**src/pkg/timer16_consts.vh**
```
// How it works
// - Operating-mode field 10 selects clear-and-start on primary edges.
// - Pin edges count only after two equal consecutive samples.
// - In clear-and-start, the counter clears on the same edge as a primary capture.
// - Reverse-phase capture: clear on selected edge, capture A on opposite edge.
// - Edge-toggle option inverts output on primary valid edges, including the clear.
// - Reverse-phase capture into register A raises no irq_a.
// - Secondary valid edges still raise irq_a during reverse-phase capture.
// - Secondary edge during reverse-phase capture: irq_a, no capture.
// - Register A compare match raises irq_a, counter not cleared.
// - Register B compare match raises irq_b, counter not cleared.
// - Register A captures on primary reverse or secondary edge as set.
// - Register B captures only on primary valid edges.
// - Clear-and-start, both capturing: primary edge captures B, clears, toggles with option.
// - Output-control field 11 inverts output on either compare match.
// - Operating-mode field 01 runs free, no clearing on matches.
// - After FFFFH the counter wraps to 0000H and sets overflow.
// - Free-running compares: each match toggles output, raises its irq.
// - Free-running B capture: primary edge captures B, raises irq_b.
// - Free-running both capturing: toggle only on primary edges with option.
// - Free-running both capturing: B on primary, A on secondary edges.
// - Secondary-only edges never load register B.
`ifndef TIMER16_CONSTS_VH
`define TIMER16_CONSTS_VH
`define OFS_MODE    8'h00
`define OFS_CAPT    8'h04
`define OFS_OUTC    8'h08
`define OFS_PRES    8'h0C
`define OFS_COUNT   8'h10
`define OFS_CCA     8'h14
`define OFS_CCB     8'h18
`define MODE_OVF    0
`define MODE_ETOG   1
`define MODE_OP_LO  2
`define MODE_OP_HI  3
`define MODE_OUT_LO 4
`define MODE_OUT_HI 5
`define OP_STOP     2'b00
`define OP_FREE     2'b01
`define OP_CLEAR    2'b10
`define OUT_MATCH   2'b11
`define CAPT_A_CAP  0
`define CAPT_REV    1
`define CAPT_B_CAP  2
`define OUTC_EN     0
`define PRES_CLK_LO 0
`define PRES_CLK_HI 1
`define PRES_PRI_LO 3
`define PRES_PRI_HI 4
`define PRES_SEC_LO 5
`define PRES_SEC_HI 6
`define EDGE_FALL   2'b00
`define EDGE_RISE   2'b01
`define EDGE_NONE   2'b10
`define EDGE_BOTH   2'b11
`define RST_BYTE    8'h00
`define CNT_ZERO    16'h0000
`define CNT_MAX     16'hFFFF
`define RD_ZERO     32'h0000_0000
`endif

```
**src/rtl/count_prescaler.v**
```verilog
`timescale 1ns/1ps
`include "timer16_consts.vh"
module count_prescaler #(
  parameter DIV_W = 6
) (
  input  wire       clk_sys,
  input  wire       rst,
  input  wire       run,
  input  wire [1:0] sel,
  output wire       tick
);
  reg  [DIV_W-1:0] div_reg;
  wire [DIV_W-1:0] mask;

  // Division ratios are 1, 4, 16 and 64 system clocks.
  assign mask = ~({DIV_W{1'b1}} << {sel, 1'b0});
  assign tick = run & ((div_reg & mask) == mask);

  // The divider restarts whenever counting stops, so the first count
  // clock after a start always comes a full period later.
  always @(posedge clk_sys or posedge rst) begin
    if (rst) begin
      div_reg <= {DIV_W{1'b0}};
    end else if (!run) begin
      div_reg <= {DIV_W{1'b0}};
    end else begin
      div_reg <= div_reg + {{(DIV_W-1){1'b0}}, 1'b1};
    end
  end
endmodule

```
**src/rtl/edge_qualifier.v**
```verilog
`timescale 1ns/1ps
`include "timer16_consts.vh"
module edge_qualifier (
  input  wire clk_sys,
  input  wire rst,
  input  wire pin,
  output reg  rise,
  output reg  fall
);
  reg samp_a_reg;
  reg samp_b_reg;
  reg level_reg;

  // A new level is taken only when two samples in a row agree, so
  // a one-cycle glitch never becomes an edge.
  always @(posedge clk_sys or posedge rst) begin
    if (rst) begin
      samp_a_reg <= 1'b0;
      samp_b_reg <= 1'b0;
      level_reg  <= 1'b0;
      rise       <= 1'b0;
      fall       <= 1'b0;
    end else begin
      samp_a_reg <= pin;
      samp_b_reg <= samp_a_reg;
      rise       <= 1'b0;
      fall       <= 1'b0;
      if (samp_a_reg == samp_b_reg && samp_b_reg != level_reg) begin
        level_reg <= samp_b_reg;
        rise      <= samp_b_reg;
        fall      <= ~samp_b_reg;
      end
    end
  end
endmodule

```
**src/rtl/timer16_cc.v**
```verilog
// Added by the designer: the address map and the Wishbone slave port.
`timescale 1ns/1ps
`include "timer16_consts.vh"
module timer16_cc #(
  parameter CNT_W = 16
) (
  input  wire        clk_sys,
  input  wire        rst,
  input  wire        wb_cyc_i,
  input  wire        wb_stb_i,
  input  wire        wb_we_i,
  input  wire [7:0]  wb_adr_i,
  input  wire [3:0]  wb_sel_i,
  input  wire [31:0] wb_dat_i,
  output wire [31:0] wb_dat_o,
  output wire        wb_ack_o,
  input  wire        primary_edge_input,
  input  wire        secondary_edge_input,
  output wire        toggle_output,
  output wire        irq_a,
  output wire        irq_b
);

  ////////////////////////////////////////////////////////////////////
  // Storage.

  reg  [7:0]       mode_control_reg;
  reg  [7:0]       capture_control_reg;
  reg  [7:0]       output_control_reg;
  reg  [7:0]       prescaler_reg;
  reg  [CNT_W-1:0] up_counter_reg;
  reg  [CNT_W-1:0] cc_register_a_reg;
  reg  [CNT_W-1:0] cc_register_b_reg;
  reg              toggle_reg;
  reg              irq_a_reg;
  reg              irq_b_reg;
  reg              tick_d_reg;
  reg              ack_reg;
  reg  [31:0]      dat_reg;
  reg  [31:0]      rd_data;

  reg  [CNT_W-1:0] up_counter_next;
  reg  [7:0]       mode_control_next;

  ////////////////////////////////////////////////////////////////////
  // Decoding helpers.

  // True when the selected edge of a pin has been seen.
  function edge_hit;
    input [1:0] sel;
    input       r;
    input       f;
    begin
      case (sel)
        `EDGE_FALL: edge_hit = f;
        `EDGE_RISE: edge_hit = r;
        `EDGE_BOTH: edge_hit = r | f;
        default:    edge_hit = 1'b0;
      endcase
    end
  endfunction

  // True on the phase opposite to the selected edge.
  function edge_rev;
    input [1:0] sel;
    input       r;
    input       f;
    begin
      case (sel)
        `EDGE_FALL: edge_rev = r;
        `EDGE_RISE: edge_rev = f;
        `EDGE_BOTH: edge_rev = r | f;
        default:    edge_rev = 1'b0;
      endcase
    end
  endfunction

  ////////////////////////////////////////////////////////////////////
  // Field views.

  wire [1:0] op_mode;
  wire [1:0] out_ctrl;
  wire [1:0] pri_sel;
  wire [1:0] sec_sel;
  wire [1:0] clk_sel;
  wire       edge_toggle_option;
  wire       overflow_flag;
  wire       a_is_capture;
  wire       b_is_capture;
  wire       reverse_phase_capture_sel;
  wire       out_enable;

  assign op_mode  = mode_control_reg[`MODE_OP_HI:`MODE_OP_LO];
  assign out_ctrl = mode_control_reg[`MODE_OUT_HI:`MODE_OUT_LO];
  assign pri_sel  = prescaler_reg[`PRES_PRI_HI:`PRES_PRI_LO];
  assign sec_sel  = prescaler_reg[`PRES_SEC_HI:`PRES_SEC_LO];
  assign clk_sel  = prescaler_reg[`PRES_CLK_HI:`PRES_CLK_LO];
  assign edge_toggle_option        = mode_control_reg[`MODE_ETOG];
  assign overflow_flag             = mode_control_reg[`MODE_OVF];
  assign a_is_capture              = capture_control_reg[`CAPT_A_CAP];
  assign b_is_capture              = capture_control_reg[`CAPT_B_CAP];
  assign reverse_phase_capture_sel = capture_control_reg[`CAPT_REV];
  assign out_enable                = output_control_reg[`OUTC_EN];

  ////////////////////////////////////////////////////////////////////
  // Pin qualification and count clock.

  wire pri_rise;
  wire pri_fall;
  wire sec_rise;
  wire sec_fall;
  wire tick;
  wire run;
  wire clear_mode;

  // Modes 00 and 11 hold the counter at zero; only 01 and 10 count.
  assign clear_mode = (op_mode == `OP_CLEAR);
  assign run = clear_mode | (op_mode == `OP_FREE);

  edge_qualifier pri_qual (
    .clk_sys (clk_sys),
    .rst     (rst),
    .pin     (primary_edge_input),
    .rise    (pri_rise),
    .fall    (pri_fall)
  );

  edge_qualifier sec_qual (
    .clk_sys (clk_sys),
    .rst     (rst),
    .pin     (secondary_edge_input),
    .rise    (sec_rise),
    .fall    (sec_fall)
  );

  count_prescaler #(
    .DIV_W (6)
  ) divider (
    .clk_sys (clk_sys),
    .rst     (rst),
    .run     (run),
    .sel     (clk_sel),
    .tick    (tick)
  );

  ////////////////////////////////////////////////////////////////////
  // Event decode.

  wire pri_valid;
  wire pri_rev;
  wire sec_valid;
  wire match_a;
  wire match_b;
  wire cap_a;
  wire cap_b;
  wire pri_clear;
  wire wrap;
  wire toggle_ev;
  wire irq_a_ev;
  wire irq_b_ev;

  assign pri_valid = run & edge_hit(pri_sel, pri_rise, pri_fall);
  assign pri_rev   = run & edge_rev(pri_sel, pri_rise, pri_fall);
  assign sec_valid = run & edge_hit(sec_sel, sec_rise, sec_fall);

  // Matches are judged one cycle after a count step, on the new value,
  // so a value is matched once per count clock and never while idle.
  assign match_a = tick_d_reg & ~a_is_capture &
                   (up_counter_reg == cc_register_a_reg);
  assign match_b = tick_d_reg & ~b_is_capture &
                   (up_counter_reg == cc_register_b_reg);

  // Register A: secondary edge, or the primary reverse phase.
  assign cap_a = a_is_capture &
                 (reverse_phase_capture_sel ? pri_rev :
                  sec_valid);

  // Register B listens to the primary pin alone.
  assign cap_b = b_is_capture & pri_valid;

  // A reverse-phase capture is silent, but a secondary edge still
  // interrupts; the capture itself is suppressed in that setting.
  assign irq_a_ev = match_a |
                    (a_is_capture & sec_valid);
  assign irq_b_ev = match_b | cap_b;

  assign pri_clear = clear_mode & pri_valid;
  assign wrap = run & tick & ~pri_clear &
                (up_counter_reg == `CNT_MAX);

  // Inversion on matches needs field 11; on primary edges it needs
  // the edge-toggle option, which covers the clear in mode 10.
  assign toggle_ev = (((match_a | match_b) &
                       (out_ctrl == `OUT_MATCH)) |
                      (edge_toggle_option & pri_valid)) &
                     out_enable;

  ////////////////////////////////////////////////////////////////////
  // Bus decode.

  wire req;
  wire wr;
  wire lane0;
  wire lane1;

  // A write lands at the edge where the bus sees ack high.
  assign req   = wb_cyc_i & wb_stb_i;
  assign wr    = req & wb_we_i & ack_reg;
  assign lane0 = wr & wb_sel_i[0];
  assign lane1 = wr & wb_sel_i[1];

  ////////////////////////////////////////////////////////////////////
  // Counter next value.

  // A clear from the primary pin beats a count step in the same cycle.
  always @* begin
    up_counter_next = up_counter_reg;
    if (!run) begin
      up_counter_next = `CNT_ZERO;
    end else if (pri_clear) begin
      up_counter_next = `CNT_ZERO;
    end else if (tick) begin
      up_counter_next = up_counter_reg + {{(CNT_W-1){1'b0}}, 1'b1};
    end
  end

  ////////////////////////////////////////////////////////////////////
  // Mode control next value.

  // Software may only clear the overflow bit; a wrap in the same
  // cycle as that clear still leaves it set.
  always @* begin
    mode_control_next = mode_control_reg;
    if (lane0 && wb_adr_i == `OFS_MODE) begin
      mode_control_next[7:1] = wb_dat_i[7:1];
      mode_control_next[`MODE_OVF] = overflow_flag &
                                     wb_dat_i[`MODE_OVF];
    end
    if (wrap) begin
      mode_control_next[`MODE_OVF] = 1'b1;
    end
  end

  ////////////////////////////////////////////////////////////////////
  // Control registers.

  always @(posedge clk_sys or posedge rst) begin
    if (rst) begin
      mode_control_reg    <= `RST_BYTE;
      capture_control_reg <= `RST_BYTE;
      output_control_reg  <= `RST_BYTE;
      prescaler_reg       <= `RST_BYTE;
    end else begin
      mode_control_reg <= mode_control_next;
      if (lane0 && wb_adr_i == `OFS_CAPT) begin
        capture_control_reg <= wb_dat_i[7:0];
      end
      if (lane0 && wb_adr_i == `OFS_OUTC) begin
        output_control_reg <= wb_dat_i[7:0];
      end
      if (lane0 && wb_adr_i == `OFS_PRES) begin
        prescaler_reg <= wb_dat_i[7:0];
      end
    end
  end

  ////////////////////////////////////////////////////////////////////
  // Counter and capture/compare registers.

  // A capture beats a software write to the same register.
  always @(posedge clk_sys or posedge rst) begin
    if (rst) begin
      up_counter_reg    <= `CNT_ZERO;
      cc_register_a_reg <= `CNT_ZERO;
      cc_register_b_reg <= `CNT_ZERO;
      tick_d_reg        <= 1'b0;
    end else begin
      up_counter_reg <= up_counter_next;
      tick_d_reg     <= run & tick & ~pri_clear;
      if (cap_a) begin
        cc_register_a_reg <= up_counter_reg;
      end else if (wb_adr_i == `OFS_CCA) begin
        if (lane0) begin
          cc_register_a_reg[7:0] <= wb_dat_i[7:0];
        end
        if (lane1) begin
          cc_register_a_reg[15:8] <= wb_dat_i[15:8];
        end
      end
      if (cap_b) begin
        cc_register_b_reg <= up_counter_reg;
      end else if (wb_adr_i == `OFS_CCB) begin
        if (lane0) begin
          cc_register_b_reg[7:0] <= wb_dat_i[7:0];
        end
        if (lane1) begin
          cc_register_b_reg[15:8] <= wb_dat_i[15:8];
        end
      end
    end
  end

  ////////////////////////////////////////////////////////////////////
  // Output and interrupt pulses.

  // Disabling the output also forces it low, so a later enable
  // always starts from a known level.
  always @(posedge clk_sys or posedge rst) begin
    if (rst) begin
      toggle_reg <= 1'b0;
      irq_a_reg  <= 1'b0;
      irq_b_reg  <= 1'b0;
    end else begin
      irq_a_reg <= irq_a_ev;
      irq_b_reg <= irq_b_ev;
      if (!out_enable) begin
        toggle_reg <= 1'b0;
      end else if (toggle_ev) begin
        toggle_reg <= ~toggle_reg;
      end
    end
  end

  assign toggle_output = toggle_reg;
  assign irq_a         = irq_a_reg;
  assign irq_b         = irq_b_reg;

  ////////////////////////////////////////////////////////////////////
  // Read mux.

  // Unmapped addresses read as zero and still acknowledge.
  always @* begin
    rd_data = `RD_ZERO;
    case (wb_adr_i)
      `OFS_MODE:  rd_data[7:0]  = mode_control_reg;
      `OFS_CAPT:  rd_data[7:0]  = capture_control_reg;
      `OFS_OUTC:  rd_data[7:0]  = output_control_reg;
      `OFS_PRES:  rd_data[7:0]  = prescaler_reg;
      `OFS_COUNT: rd_data[15:0] = up_counter_reg;
      `OFS_CCA:   rd_data[15:0] = cc_register_a_reg;
      `OFS_CCB:   rd_data[15:0] = cc_register_b_reg;
      default:    rd_data = `RD_ZERO;
    endcase
  end

  ////////////////////////////////////////////////////////////////////
  // Wishbone acknowledge.

  // Read data is caught with the request and held while ack stands,
  // so the counter can move without tearing the returned word.
  always @(posedge clk_sys or posedge rst) begin
    if (rst) begin
      ack_reg <= 1'b0;
      dat_reg <= `RD_ZERO;
    end else begin
      ack_reg <= req & ~ack_reg;
      if (req && !ack_reg) begin
        dat_reg <= rd_data;
      end
    end
  end

  assign wb_ack_o = ack_reg;
  assign wb_dat_o = dat_reg;

endmodule

```
**config.mk**
```make
export PLATFORM = sky130hd
export DESIGN_NAME = timer16_cc
export DESIGN_NICKNAME = d
export VERILOG_FILES = /design/src/rtl/count_prescaler.v /design/src/rtl/edge_qualifier.v /design/src/rtl/timer16_cc.v
export VERILOG_INCLUDE_DIRS = /design/src /design/src/pkg
export SDC_FILE = /design/constraint.sdc
export NUM_CORES = 1
export LEC_CHECK = 0
export BUFFER_PORTS_ARGS = -buffer_cell sky130_fd_sc_hd__buf_2
export CAP_MARGIN = 15
export CORE_MARGIN = 2
export CORE_UTILIZATION = 45
export CTS_CLUSTER_DIAMETER = 60
export DETAILED_ROUTE_END_ITERATION = 12
export MAX_ROUTING_LAYER = met4
export PLACE_DENSITY = 0.72
export SLEW_MARGIN = 20
export SYNTH_ARGS = -nofsm -noshare
export SYNTH_HDL_FRONTEND = slang
export SYNTH_HIERARCHICAL = 1
export SYNTH_SLANG_ARGS = --single-unit
```
**constraint.sdc**
```tcl
create_clock -name clk_sys -period 8.7 [get_ports clk_sys]
set_clock_uncertainty 0.05 [all_clocks]
set_input_delay 0.435 -clock clk_sys [delete_from_list [all_inputs] [get_ports clk_sys]]
set_output_delay 0.435 -clock clk_sys [all_outputs]
set_load 0.02 [all_outputs]
```
==> qor.csv <==
metric;value;unit
CP most frequent cell;and3_1;
largest net degree at the start of global routing;83;
Synth area leaders;dfrtp_1 (48%), mux2i_1 (7.2%), xor2_1 (4.7%);
Sink Count;117;
clock latency at the later pin of the worst-skew pair;410;ps
CP Max Fanout;13;
WS Path Type;primary input to register;
DRC;0;
Layout area overhead;14.57;%
vias in the first global route;4616;
Hold Crit Depth;1;
Worst Path Buf+Inv;1;
Worst setup SP type;primary input;
H-Tree Depth;4;
RR Startpoint;mode_control_reg[2]$_DFFE_PP0P_;
WP data arrival;3000;ps
nets;671;
synthesized area;0.006115;mm²
top-count cell post-synth;dfrtp_1;
hold path endpoint;sec_qual/samp_a_reg$_DFF_PP0_;
Antenna Violating Nets Remaining;0;
Worst setup EP type;register;
Commonest cells post-synth;dfrtp_1 (117), nand2_1 (60), mux2i_1 (44);
Filler Cell Count;1156;
register bit total from synthesis;117;
outcome;finished, final reports clean;
cell family with most CP delay;simple AND/OR/NAND/NOR gates;
final hold slack;80.90;ps
WL final;14.75;mm
post-synth cell types;52;
prevailing post-synth register cell;dfrtp_1;
FMAX;0.3601;GHz
Congestion Overflow GR;0;
post-synth top area share;0.4788;
Yosys warning count;6;
Hold Vio Cnt, Final;0;
first drt pass iteration count;5;
cell taking the most area after synthesis;dfrtp_1;
first-pass GRT wire length;23.94;mm
initial antenna violation count;1;
power per cell area;185.8;mW/mm²
die area;0.01454;mm²
clock slew at reported path FFs;60;ps
slew margin rel.;0.5115;
deepest clock path buffer count;2;
r2r setup slk;6020;ps
number of placement rows;42;
sequential share of the synthesized area;0.4788;
DP Wirelength;10.18;mm
CTS tree;done;
Max-Cap Viols;0;
Finished Core Util;0.5290;
Worst-Margin Slew;732.7;ps
Final Cycle Share;0.3192;
overall die width;120.6;µm
Routability Congestion;0.9035;
dpl cell area;0.006395;mm²
VDD IR max;0.0001289;V
Via density;5.734;
core area;0.01324;mm²
wire per inst;18.28;µm
DRT iter0 DRCs;436;
Required @ worst endpoint;8930;ps
Hold/Removal Path Class;primary input to register;
Worst path slowest cell;and3_1;
endpoints failing setup;0;
total power;1.302;mW
via count;4627;
cts bufs inserted;17;
Starting Density;0.4617;
Design Area, Final;0.007005;mm²
ys async rst share;1.000;
Crit Reg-Reg Endpoint;up_counter_reg[12]$_DFFE_PP0P_;
R2R cell count;8;
share of layout cells above drive strength 1;0.2143;
syn avg cell area;10.45;µm²
EDFF count, synth;0;
Cell Chain, Critical Path;buf_2 -> or4_4 -> nor3_4 -> and3_1 -> and3_1 -> mux2i_1 -> a21oi_1;
port buffer count;52;
Die H;120.6;µm
RSZ-0062 raised after global routing;false;
Tot GR Track Use;0.2201;
setup TNS;0;ps
Root Buffer;clkbuf_16;
IO Count;87;
Final Max Slew Viols;0;
Leak;3.123;nW
Synth Instances;585;
largest stage delay on the critical path;610;ps
hold_sp;secondary_edge_input;
post-layout min period;2777;ps
## cell families after synthesis
| logic type | after synthesis | synth area share |
|---|---|---|
| multiplexers | 80 | 0.1500 |
| AND/OR/NAND/NOR | 171 | 0.1393 |
| adder cells (fa/ha/maj) | 5 | 0.009822 |
| buffers and inverters | 68 | 0.05320 |
| flip-flops | 117 | 0.4788 |
| AO/OA/AOI/OAI | 94 | 0.09802 |
| other | 1 | 0.0006133 |
| XOR/XNOR | 49 | 0.07019 |
## power by group
part	switching [mW]	internal [mW]	total (mW)
Clock	0.263	0.431	0.693
Combinational	0.0385	0.0166	0.0551
Sequential	0.00410	0.549	0.553
## worst max-delay path by stage
stage | from | endpoint | slack (ps) | cells past startpoint
floorplan | rst | capture_control_reg[0]$_DFFE_PP0P_ | 5570 | 1
global placement | wb_adr_i[1] | cc_register_b_reg[14]$_DFFE_PP0P_ | 5610 | 7
detailed placement | wb_adr_i[1] | cc_register_b_reg[10]$_DFFE_PP0P_ | 5600 | 7
CTS | wb_adr_i[1] | cc_register_b_reg[10]$_DFFE_PP0P_ | 6020 | 7
global route | mode_control_reg[2]$_DFFE_PP0P_ | up_counter_reg[14]$_DFFE_PP0P_ | 5780 | 9
finish | wb_adr_i[1] | cc_register_b_reg[10]$_DFFE_PP0P_ | 5920 | 7
## per-layer routing
metal  vias to the layer above  share of wire  wire (µm)  global-route usage
met5                         -              0          0                   -
met4                         0          0.029        429             0.09884
met3                        42          0.069       1019             0.05000
met2                       210           0.48       7110              0.3340
met1                      2287           0.42       6194              0.2835
li1                       2088              -          -                   -
## worst register-to-register path: cells and delay by family, from the launching register on
family	cells	cell delay (ps)
compound gates	1	160
fa+ha+maj	1	320
buf+inv	2	340
flops	1	370
simple gates	4	1340
## cell type report
class                           count  area (µm²)  share of cell area
Clock inverter                     14       155.1             0.02215
Sequential cell                   117        2928              0.4179
Tap cell                          176       220.2             0.03143
Clock buffer                       18       439.2             0.06269
Multi-Input combinational cell    415        2924              0.4174
Inverter                           10       40.04            0.005715
Antenna cell                        1       2.502           0.0003572
Timing Repair Buffer               56       296.5             0.04233
## stage by stage
step | instances | setup WS [ps]
after floorplan | 600 | 5568
after global placement | 773 | 5615
after detailed placement | 773 | 5599
after CTS | 806 | 6022
after global routing | 807 | 5779
final | 807 | 5923
## what timing repair did
action,in CTS,in global routing
endpoints found under the setup margin,0,0
hold buffers,1,0
buffers inserted,0,0
endpoints found under the hold margin,35,0
gates resized for setup,0,0
## cells in the final DEF, fill, tap and decap left out, types with 10 or more instances in the layout
master     instances
dfrtp_1          117
nand2_1           60
buf_2             52
mux2i_1           44
nor2_1            42
o21ai_0           35
xor2_1            33
mux2_2            25
a21oi_1           21
clkbuf_16         17
xnor2_1           16
conb_1            16
nand3_1           13
a22o_1            10
and3_1            10
(Power assumes the default switching activity.)
